**config.mk**
```make
export PLATFORM = sky130hd
export DESIGN_NAME = exec_core
export DESIGN_NICKNAME = d
export VERILOG_FILES = /design/src/rtl/exec_core_pkg.sv /design/src/rtl/exec_core.sv
export SDC_FILE = /design/constraint.sdc
export NUM_CORES = 2
export LEC_CHECK = 0
export ABC_AREA = 0
export ABC_CLOCK_PERIOD_IN_PS = 16900
export BUFFER_PORTS_ARGS = -buffer_cell sky130_fd_sc_hd__buf_2
export CAP_MARGIN = 10
export CORE_MARGIN = 2
export CORE_UTILIZATION = 40
export CTS_BUF_LIST = sky130_fd_sc_hd__clkbuf_16
export DETAILED_ROUTE_END_ITERATION = 8
export SLEW_MARGIN = 20
export SYNTH_ARGS = -nofsm -noshare
export SYNTH_HDL_FRONTEND = slang
export SYNTH_SLANG_ARGS = --single-unit
```
**constraint.sdc**
```tcl
create_clock -name clk_sys -period 16.9 [get_ports clk_sys]
set_input_delay 0.845 -clock clk_sys [delete_from_list [all_inputs] [get_ports clk_sys]]
set_output_delay 0.845 -clock clk_sys [all_outputs]
set_load 0.05 [all_outputs]
```
**src/rtl/exec_core_pkg.sv**
```systemverilog
// constants, formats and types for the branch/skip/bit/shift core
package exec_core_pkg;
  // ----------------------------------------
  // sizes
  // ----------------------------------------
  localparam int DATA_W = 8;
  localparam int PC_W   = 16;
  localparam int NREGS  = 32;
  localparam int NIO    = 32;
  localparam int WAIT_W = 2;
  localparam int DEPTH  = 16;
  // ----------------------------------------
  // major opcodes, bits 15:12
  // ----------------------------------------
  localparam logic [3:0] OP_MISC   = 4'h0;
  localparam logic [3:0] OP_CMP    = 4'h1;
  localparam logic [3:0] OP_CMPI   = 4'h2;
  localparam logic [3:0] OP_REL_JUMP = 4'h3;
  localparam logic [3:0] OP_REL_CALL = 4'h4;
  localparam logic [3:0] OP_BRANCH = 4'h5;
  localparam logic [3:0] OP_SKREG  = 4'h6;
  localparam logic [3:0] OP_SKIO   = 4'h7;
  localparam logic [3:0] OP_IOBIT  = 4'h8;
  localparam logic [3:0] OP_SHIFT  = 4'h9;
  localparam logic [3:0] OP_LONG   = 4'hf;
  // misc sub-codes
  localparam logic [3:0] MI_JUMP_Z     = 4'h1;
  localparam logic [3:0] MI_CALL_Z     = 4'h2;
  localparam logic [3:0] MI_RETURN     = 4'h3;
  localparam logic [3:0] MI_RETURN_IRQ = 4'h4;
  // compare sub-codes
  localparam logic [1:0] CM_SKIP  = 2'h0;
  localparam logic [1:0] CM_REGS  = 2'h1;
  localparam logic [1:0] CM_CARRY = 2'h2;
  // shift kinds
  localparam logic [1:0] SH_LEFT      = 2'h0;
  localparam logic [1:0] SH_RIGHT     = 2'h1;
  localparam logic [1:0] SH_ROT_LEFT  = 2'h2;
  localparam logic [1:0] SH_ROT_RIGHT = 2'h3;
  // ----------------------------------------
  // status flag positions
  // ----------------------------------------
  localparam int F_C = 0;
  localparam int F_Z = 1;
  localparam int F_N = 2;
  localparam int F_V = 3;
  localparam int F_S = 4;
  localparam int F_H = 5;
  localparam int F_T = 6;
  localparam int F_I = 7;
  localparam logic [7:0] FLAGS_RST = 8'h00;
  // ----------------------------------------
  // pointers and cycle counts
  // ----------------------------------------
  localparam int Z_LO = 30;
  localparam int Z_HI = 31;
  localparam logic IMM_BASE = 1'b1;
  localparam logic [WAIT_W-1:0] CY_BR   = 2'd2;
  localparam logic [WAIT_W-1:0] CY_JMP  = 2'd2;
  localparam logic [WAIT_W-1:0] CY_CALL = 2'd3;
  localparam logic [WAIT_W-1:0] CY_RETURN = 2'd3;
  localparam logic [WAIT_W-1:0] CY_IOB  = 2'd2;
  localparam logic [WAIT_W-1:0] CY_LONG = 2'd2;
  // preload targets
  localparam logic [1:0] TG_REG  = 2'h0;
  localparam logic [1:0] TG_IO   = 2'h1;
  localparam logic [1:0] TG_FLAG = 2'h2;
  // ----------------------------------------
  // instruction formats
  // ----------------------------------------
  typedef struct packed {
    logic [3:0] op; logic [1:0] sub;
    logic [4:0] rd; logic [4:0] rr;
  } fmt_rr_t;
  typedef struct packed {
    logic [3:0] op; logic [3:0] rd; logic [7:0] k;
  } fmt_imm_t;
  typedef struct packed {
    logic [3:0] op; logic pol;
    logic [2:0] flag; logic [7:0] k;
  } fmt_br_t;
  typedef struct packed {
    logic [3:0] op; logic pol; logic [2:0] pad;
    logic [4:0] sel; logic [2:0] bitn;
  } fmt_bit_t;
  typedef struct packed {
    logic [3:0] op; logic [1:0] kind;
    logic [4:0] pad; logic [4:0] rd;
  } fmt_sh_t;
  // preload port bundle
  typedef struct packed {
    logic valid; logic [1:0] tgt;
    logic [4:0] addr; logic [7:0] data;
  } load_t;
endpackage

```
**src/rtl/exec_core.sv**
```systemverilog
// execution core for compare, skip, branch, bit and shift groups
`timescale 1ns/1ps
// Overview of operation
// RULE1 - equal registers skip next word, no flags
// RULE2 - register bit clear/set skips next word
// RULE3 - I/O bit clear/set skips next word
// RULE4 - compares set Z N V C H, and S as N xor V
// RULE5 - flag branch loads pc plus k plus one
// RULE6 - signed branches test N xor V
// RULE7 - unsigned and carry branches test C
// RULE8 - half carry branches test H
// RULE9 - transfer branches test T
// RULE10 - overflow branches test V
// RULE11 - interrupt branches test I
// RULE12 - indirect jump loads Z in two cycles
// RULE13 - indirect call pushes, loads Z, three cycles
// RULE14 - set or clear one I/O bit, two cycles
// RULE15 - left shift, zero in, carry old bit7
// RULE16 - right shift, zero in, carry old bit0
// RULE17 - rotate left through carry
// RULE18 - rotate right through carry
// RULE19 - relative jump/call, two/three cycles
// RULE20 - returns pop pc in four cycles
module exec_core
  import exec_core_pkg::*;
#(
  parameter int STACK_DEPTH = DEPTH
)(
  input  wire logic                 clk_sys,
  input  wire logic                 reset_n,
  input  wire logic                 run,
  input  wire logic [15:0]          prog_word,
  input  wire load_t                preload,
  output logic [PC_W-1:0]           prog_addr,
  output logic [7:0]                status_flags_register,
  output logic [NREGS-1:0][7:0]     work_regs,
  output logic [NIO-1:0][7:0]       io_space,
  output logic                      busy
);
  // ----------------------------------------
  // parameter check
  // ----------------------------------------
  localparam int SP_W = $clog2(STACK_DEPTH);
  if (STACK_DEPTH < 2 || (1 << SP_W) != STACK_DEPTH)
  begin : g_bad_depth
    $error("stack depth must be a power of 2");
  end
  // ----------------------------------------
  // state
  // ----------------------------------------
  typedef enum logic [1:0] {
    ST_EXEC,
    ST_SKIP,
    ST_WAIT
  } state_t;
  state_t              state;      // sequencer
  state_t              next_state; // its next value
  logic [WAIT_W-1:0]   wait_cnt;   // extra cycles left
  logic [WAIT_W-1:0]   next_wait;  // next wait count
  logic [PC_W-1:0]     next_pc;    // next program counter
  logic [7:0]          next_flags; // next status flags
  logic [PC_W-1:0]     stack_mem [STACK_DEPTH];
  logic [SP_W-1:0]     sp;         // next free slot
  logic                do_push;    // write return address
  logic                do_pop;     // drop top entry
  logic                wr_reg;     // shift writes rd
  logic                wr_io;      // bit op writes io
  // ----------------------------------------
  // instruction views
  // ----------------------------------------
  fmt_rr_t  f_rr;   // register pair form
  fmt_imm_t f_imm;  // immediate form
  fmt_br_t  f_br;   // flag branch form
  fmt_bit_t f_bit;  // bit select form
  fmt_sh_t  f_sh;   // shift form
  assign f_rr  = fmt_rr_t'(prog_word);
  assign f_imm = fmt_imm_t'(prog_word);
  assign f_br  = fmt_br_t'(prog_word);
  assign f_bit = fmt_bit_t'(prog_word);
  assign f_sh  = fmt_sh_t'(prog_word);
  wire [3:0] op  = f_rr.op;
  wire [3:0] sub = prog_word[11:8];
  // ----------------------------------------
  // operands
  // ----------------------------------------
  wire [4:0] imm_reg = {IMM_BASE, f_imm.rd};
  wire       is_imm  = (op == OP_CMPI);
  // first operand register
  wire [7:0] opa = is_imm ? work_regs[imm_reg] : work_regs[f_rr.rd];
  // second operand, register or constant
  wire [7:0] opb = is_imm ? f_imm.k : work_regs[f_rr.rr];
  // carry into subtraction for carry form
  wire       use_c = (op == OP_CMP) && (f_rr.sub == CM_CARRY);
  wire       cin   = use_c & status_flags_register[F_C];
  // ----------------------------------------
  // compare arithmetic
  // ----------------------------------------
  wire [8:0] diff = {1'b0, opa} - {1'b0, opb} - {8'h00, cin};
  wire [7:0] res  = diff[7:0];
  // borrow out of bit 3
  wire h_cmp = (~opa[3] & opb[3]) | (opb[3] & res[3]) | (res[3] & ~opa[3]);
  // signed overflow
  wire v_cmp = (opa[7] & ~opb[7] & ~res[7]) | (~opa[7] & opb[7] & res[7]);
  // borrow out of bit 7
  wire c_cmp = (~opa[7] & opb[7]) | (opb[7] & res[7]) | (res[7] & ~opa[7]);
  // carry form keeps a zero chain
  wire z_raw = (res == 8'h00);
  wire z_cmp = use_c ? (z_raw & status_flags_register[F_Z]) : z_raw;
  // ----------------------------------------
  // shift unit
  // ----------------------------------------
  wire [7:0] sh_in = work_regs[f_sh.rd];
  wire       c_old = status_flags_register[F_C];
  logic [7:0] sh_res; // shifted value
  logic       sh_c;   // carry out
  always_comb
  begin
    sh_res = sh_in;
    sh_c   = 1'b0;
    case (f_sh.kind)
      SH_LEFT:      {sh_c, sh_res} = {sh_in, 1'b0};  // RULE15
      SH_RIGHT:     {sh_res, sh_c} = {1'b0, sh_in};  // RULE16
      SH_ROT_LEFT:  {sh_c, sh_res} = {sh_in, c_old}; // RULE17
      SH_ROT_RIGHT: {sh_res, sh_c} = {c_old, sh_in}; // RULE18
      default:      {sh_c, sh_res} = {1'b0, sh_in};
    endcase
  end
  wire sh_n = sh_res[7];
  wire sh_v = sh_n ^ sh_c;
  // ----------------------------------------
  // branch and skip conditions
  // ----------------------------------------
  // sign slot always read live as N xor V
  wire [7:0] fl = status_flags_register;
  wire [7:0] fview = {fl[7:5], fl[F_N] ^ fl[F_V], fl[3:0]}; // RULE6
  // any flag, either polarity
  wire br_take = (fview[f_br.flag] == f_br.pol); // RULE5 RULE7 RULE8 RULE9 RULE10 RULE11
  wire sk_eq  = (work_regs[f_rr.rd] == work_regs[f_rr.rr]);       // RULE1
  wire sk_reg = (work_regs[f_bit.sel][f_bit.bitn] == f_bit.pol); // RULE2
  wire sk_io  = (io_space[f_bit.sel][f_bit.bitn] == f_bit.pol);  // RULE3
  // ----------------------------------------
  // targets
  // ----------------------------------------
  wire [PC_W-1:0] pc1  = prog_addr + 16'h0001;
  wire [PC_W-1:0] pc2  = prog_addr + 16'h0002;
  wire [PC_W-1:0] k8   = {{8{f_br.k[7]}}, f_br.k};
  wire [PC_W-1:0] k12  = {{4{prog_word[11]}}, prog_word[11:0]};
  wire [PC_W-1:0] br_t = pc1 + k8;  // RULE5
  wire [PC_W-1:0] rl_t = pc1 + k12; // RULE19
  wire [PC_W-1:0] zptr = {work_regs[Z_HI], work_regs[Z_LO]};
  wire [SP_W-1:0] sp_dn = sp - 1'b1;
  wire [PC_W-1:0] top  = stack_mem[sp_dn];
  // io bit value after set or clear
  logic [7:0] io_new;
  always_comb
  begin
    io_new = io_space[f_bit.sel];
    io_new[f_bit.bitn] = f_bit.pol; // RULE14
  end
  // preload hits the flags
  wire ld_fl = preload.valid && (preload.tgt == TG_FLAG);
  wire [7:0] base_fl = ld_fl ? preload.data : fl;
  // ----------------------------------------
  // sequencer decode
  // ----------------------------------------
  always_comb
  begin
    next_state = state;
    next_wait  = wait_cnt;
    next_pc    = prog_addr;
    next_flags = base_fl;
    do_push    = 1'b0;
    do_pop     = 1'b0;
    wr_reg     = 1'b0;
    wr_io      = 1'b0;
    case (state)
      ST_EXEC:
      begin
        if (run)
        begin
          next_pc   = pc1;
          next_wait = '0;
          case (op)
            OP_MISC:
            begin
              case (sub)
                MI_JUMP_Z:
                begin
                  next_pc   = zptr;            // RULE12
                  next_wait = CY_JMP - 2'd1;   // RULE12
                end
                MI_CALL_Z:
                begin
                  do_push   = 1'b1;            // RULE13
                  next_pc   = zptr;            // RULE13
                  next_wait = CY_CALL - 2'd1;  // RULE13
                end
                MI_RETURN, MI_RETURN_IRQ:
                begin
                  do_pop    = 1'b1;            // RULE20
                  next_pc   = top;             // RULE20
                  next_wait = CY_RETURN;       // RULE20
                  if (sub == MI_RETURN_IRQ) next_flags[F_I] = 1'b1; // RULE20
                end
                default: next_pc = pc1; // no operation
              endcase
            end
            OP_CMP, OP_CMPI:
            begin
              if (op == OP_CMP && f_rr.sub == CM_SKIP)
              begin
                if (sk_eq) next_state = ST_SKIP; // RULE1
              end
              else
              begin
                next_flags[F_Z] = z_cmp;   // RULE4
                next_flags[F_N] = res[7];  // RULE4
                next_flags[F_V] = v_cmp;   // RULE4
                next_flags[F_C] = c_cmp;   // RULE4
                next_flags[F_H] = h_cmp;   // RULE4
                next_flags[F_S] = res[7] ^ v_cmp;
              end
            end
            OP_REL_JUMP:
            begin
              next_pc   = rl_t;           // RULE19
              next_wait = CY_JMP - 2'd1;  // RULE19
            end
            OP_REL_CALL:
            begin
              do_push   = 1'b1;           // RULE19
              next_pc   = rl_t;           // RULE19
              next_wait = CY_CALL - 2'd1; // RULE19
            end
            OP_BRANCH:
            begin
              if (br_take)
              begin
                next_pc   = br_t;           // RULE5
                next_wait = CY_BR - 2'd1;   // RULE5
              end
            end
            OP_SKREG: if (sk_reg) next_state = ST_SKIP; // RULE2
            OP_SKIO:  if (sk_io) next_state = ST_SKIP;  // RULE3
            OP_IOBIT:
            begin
              wr_io     = 1'b1;           // RULE14
              next_wait = CY_IOB - 2'd1;  // RULE14
            end
            OP_SHIFT:
            begin
              wr_reg = 1'b1;
              next_flags[F_Z] = (sh_res == 8'h00);
              next_flags[F_N] = sh_n;
              next_flags[F_V] = sh_v;
              next_flags[F_C] = sh_c;
              next_flags[F_S] = sh_n ^ sh_v;
            end
            OP_LONG:
            begin
              next_pc   = pc2; // two-word no-op
              next_wait = CY_LONG - 2'd1;
            end
            default: next_pc = pc1; // unused codes idle
          endcase
          if (next_wait != '0) next_state = ST_WAIT;
        end
      end
      ST_SKIP:
      begin
        // skipped word is on prog_word now
        if (op == OP_LONG)
        begin
          next_pc    = pc2;       // RULE1 RULE2 RULE3
          next_wait  = 2'd1;
          next_state = ST_WAIT;
        end
        else
        begin
          next_pc    = pc1;       // RULE1 RULE2 RULE3
          next_state = ST_EXEC;
        end
      end
      ST_WAIT:
      begin
        next_wait = wait_cnt - 2'd1;
        if (wait_cnt == 2'd1) next_state = ST_EXEC;
      end
      default: next_state = ST_EXEC;
    endcase
  end
  // ----------------------------------------
  // sequencer registers
  // ----------------------------------------
  // pc, flags, wait count and state
  always_ff @(posedge clk_sys)
  begin
    if (!reset_n)
    begin
      state                 <= ST_EXEC;
      wait_cnt              <= '0;
      prog_addr             <= 16'h0000;
      status_flags_register <= FLAGS_RST;
      busy                  <= 1'b0;
    end
    else
    begin
      state                 <= next_state;
      wait_cnt              <= next_wait;
      prog_addr             <= next_pc;
      status_flags_register <= next_flags;
      busy                  <= (next_state != ST_EXEC);
    end
  end
  // ----------------------------------------
  // return stack
  // ----------------------------------------
  // pointer wraps on overflow
  always_ff @(posedge clk_sys)
  begin
    if (!reset_n)
      sp <= '0;
    else if (do_push)
      sp <= sp + 1'b1;
    else if (do_pop)
      sp <= sp_dn;
  end
  // return address store, no reset
  always_ff @(posedge clk_sys)
  begin
    if (do_push) stack_mem[sp] <= pc1; // RULE13 RULE19
  end
  // ----------------------------------------
  // working and io registers
  // ----------------------------------------
  // execution write beats a preload
  for (genvar i = 0; i < NREGS; i++)
  begin : g_regs
    wire ex_reg = wr_reg && (f_sh.rd == i);
    wire ex_io  = wr_io && (f_bit.sel == i);
    wire ld_hit = preload.valid && (preload.addr == i);
    always_ff @(posedge clk_sys)
    begin
      if (!reset_n)
      begin
        work_regs[i] <= 8'h00;
        io_space[i]  <= 8'h00;
      end
      else
      begin
        if (ex_reg) work_regs[i] <= sh_res;
        else if (ld_hit && preload.tgt == TG_REG) work_regs[i] <= preload.data;
        if (ex_io) io_space[i] <= io_new; // RULE14
        else if (ld_hit && preload.tgt == TG_IO) io_space[i] <= preload.data;
      end
    end
  end
endmodule // exec_core

```
==> results.json <==
{
  "hold_ws_ns": 0.5016,
  "grt_pass1_vias": 42170,
  "final_antenna_net_count": 0,
  "postCtsHoldBufs": 0,
  "r2r-end": "prog_addr[15]",
  "cts_tree": "done",
  "hold_viol": 0,
  "io_buffers": 571,
  "ir_worst_vdd_uv": 69.49,
  "ys_types": 77,
  "grt_max_degree": 221,
  "synth-seq-area-share_pct": 37.98,
  "die_h_um": 353.9,
  "hold_path_end": "wait_cnt[1]",
  "initial_core_util_pct": 40.28,
  "cts.repair.resized": 0,
  "critPathLaunchType": "input pin",
  "areaGrowthSynthToFinish_pct": 14.41,
  "syn-num-nets": 4956,
  "required_ns": 17.45,
  "cts_sinks": 801,
  "clock_path_buffers": 3,
  "io_pins": 572,
  "p_leak_uw": 0.02669,
  "wl_per_cell_um": 33.53,
  "yosys_register_bits": 801,
  "fmax_ghz": 0.1723,
  "synthFlopType": "dfxtp_1",
  "synthMuxAreaShare_pct": 22.21,
  "syn_inst": 4872,
  "final_cell_mix": "nand2_1, nand3_1, buf_2",
  "dr.first_iter.drc_count": 7863,
  "drv_cap": 0,
  "syn_avg_cell_area_um2": 10.05,
  "dp_hpwl_mm": 160.1,
  "async_reset_ff_share_pct": 0,
  "core_area_um2": 121600,
  "path_class": "input pin to flip-flop",
  "reg2reg_from": "prog_addr[0]",
  "setup_viol": 0,
  "netlist_area_um2": 48970,
  "crit_path_end_kind": "flip-flop",
  "numCtsBuffers": 89,
  "status": "finished clean",
  "final_layout_size_suffix_gt1_share_pct": 23.99,
  "rr_worst_depth": 16,
  "route.detailed.drc": 0,
  "synth_xor_area_share_pct": 1.145,
  "synth_edf_count": 256,
  "synth_top_family_by_area": "multiplexers",
  "yosys.area_share.adder_pct": 1.298,
  "fin_nets": 5229,
  "dieArea_um2": 125200,
  "antenna_found_initial": 17,
  "die_w_um": 353.9,
  "ys.warnings.count": 0,
  "clk_pin_slew_worst_paths_ns": 0.07,
  "power_density_nw_per_um2": 81.47,
  "cts-root-buf": "clkbuf_16",
  "slew_viol_final": 0,
  "grt_overflow": 0,
  "synthSimpleGateAreaFrac_pct": 16.66,
  "post_cts_buffers": 0,
  "clk_latency_ns": 0.68,
  "via_per_inst": 6.793,
  "fillers": 11430,
  "holdCritStartpoint": "wait_cnt[1]",
  "min_period_ns": 5.802,
  "rsz0062_at_grt": "false",
  "min_path_type": "flip-flop to flip-flop",
  "slew_headroom_pct": 10.02,
  "layout_commonest_cell": "nand2_1",
  "arrival_ns": 6.36,
  "vias": 46580,
  "cts.htree.levels": 3,
  "fin_tns_setup_ns": 0,
  "grt_pass1_wl_mm": 320.4,
  "place_congestion": 1.017,
  "fp-row-count": 128,
  "critPathMaxFanout": 60,
  "detail_route.wirelength_mm": 229.9,
  "period_share_pct": 34.33,
  "r2r_setup_slack_ns": 11.87,
  "hold_path_depth": 1,
  "firstDrtPassIters": 9,
  "fin_skew_ns": 0.03207,
  "synth_compound_area_share_pct": 16.16,
  "grt_usage_pct": 35.11,
  "worst_pin_slew_ns": 1.350
}
==> Yosys cell counts (all sizes together), types with 7 or more instances <==
library cell  number  area share, %
o211a            484            9.9
a221oi            24           0.43
inv               44           0.34
and3               8           0.10
nand4             16           0.20
ha                46            1.2
a211oi             7           0.11
edfxtp           256             16
nor4               7          0.089
a21o               9           0.14
clkbuf           410            3.1
or2               10           0.13
nor2b             19           0.24
xor2              20           0.36
a41oi              7           0.13
nand3b            22           0.34
nor2             142            1.1
a31oi             11           0.14
nand2b            22           0.28
nand3            716            7.3
mux2i            292            6.0
and2              15           0.19
a22o              11           0.20
a21oi            118            1.2
dfxtp            545             22
o2111ai            7           0.13
a32oi             13           0.23
mux2              36           0.83
o21a              39           0.60
xnor2             44           0.79
a22oi             17           0.26
o22ai             10           0.13
o31ai              9           0.15
mux4             335             15
or3               13           0.17
buf               97            1.1
o221ai            26           0.47
nand2            774            5.9
o211ai             9           0.14
o21ai             73           0.75
nor3              36           0.37
==> worst max-delay path: stages <==
cell      delay (ns)
buf_6           0.46
buf_4           0.88
mux4_2          0.61
mux4_2          0.47
mux2i_1         0.25
nand2_1         0.08
o21ai_0         0.17
fa_1            0.33
inv_1           0.07
ha_1            0.32
a311oi_1        0.29
o22ai_1         0.20
o31ai_2         0.24
nand2b_1        0.10
a21oi_2         0.15
xnor2_1         0.23
inv_1           0.11
a211o_1         0.30
a22o_1          0.17
==> logic make-up (layout without fill, tap and decap cells) <==
kind of cell               after synthesis  in the layout
and+or+nand+nor                       1812           1812
other                                    0             14
buffers and inverters                  551            897
AOI/OAI and AO/OA                      932            932
adders and majority gates               49             49
xor gates and xnor gates                64             64
muxes                                  663            663
DFF                                    801            801
==> cell type report <==
type | instances | area, um^2 | area share [%]
flip-flops and latches | 801 | 18600 | 33.21
diodes | 14 | 35.03 | 0.06254
repair buffers | 689 | 3827 | 6.832
well taps | 1625 | 2033 | 3.629
clock inverters | 74 | 643.1 | 1.148
multi-input cells | 3520 | 28460 | 50.81
clock buffers | 90 | 2252 | 4.020
inverters | 44 | 165.2 | 0.2948
==> power by group <==
part           total (uW)  internal (uW)  leakage, uW  switching [uW]
Sequential           2020           2000      0.00677            21.8
Clock                1980           1110      0.00149             873
Combinational         554            152       0.0184             403
==> routing by layer <==
| layer | vias to the layer above | track usage (%) | part of all wire [%] |
|---|---|---|---|
| met3 | 597 | 13.84 | 15 |
| met2 | 3690 | 49.27 | 41 |
| met1 | 23180 | 47.29 | 38 |
| met5 | - | 0 | 0.020 |
| met4 | 6 | 16.17 | 5.4 |
| li1 | 19110 | - | - |
==> how the worst max path moves through the flow <==
stage	start	endpoint	depth (start not counted)
3_5_place_dp	prog_word[5]	status_flags_register[3]	19
2_1_floorplan	prog_word[8]	status_flags_register[3]	20
3_3_place_gp	prog_word[5]	status_flags_register[3]	19
5_1_grt	prog_word[5]	status_flags_register[3]	19
6_report	prog_word[5]	status_flags_register[3]	19
4_1_cts	prog_word[5]	status_flags_register[3]	19
==> per-stage QoR <==
stage | instance area (um^2) | instances | util [%] | setup WS (ns) | total power (uW)
floorplan | 48970 | 4872 | - | 10.92 | 2410
global placement | 53090 | 6679 | 43.67 | 10.43 | 2600
detailed placement | 53090 | 6679 | 43.67 | 10.43 | 2602
CTS | 55980 | 6843 | 46.05 | 11.11 | 4553
global route | 56010 | 6851 | 46.07 | 10.64 | 4663
finish | 56020 | 6857 | 46.09 | 11.10 | 4564
==> flip-flops by register name, indices dropped and copies added (netlist names) <==
signal and count:
state 2, io_space 256, busy 1, prog_addr 16, status_flags_register 8, wait_cnt 2
stack_mem 256, sp 4, work_regs 256
No activity file was read; power rests on OpenSTA's default activity.
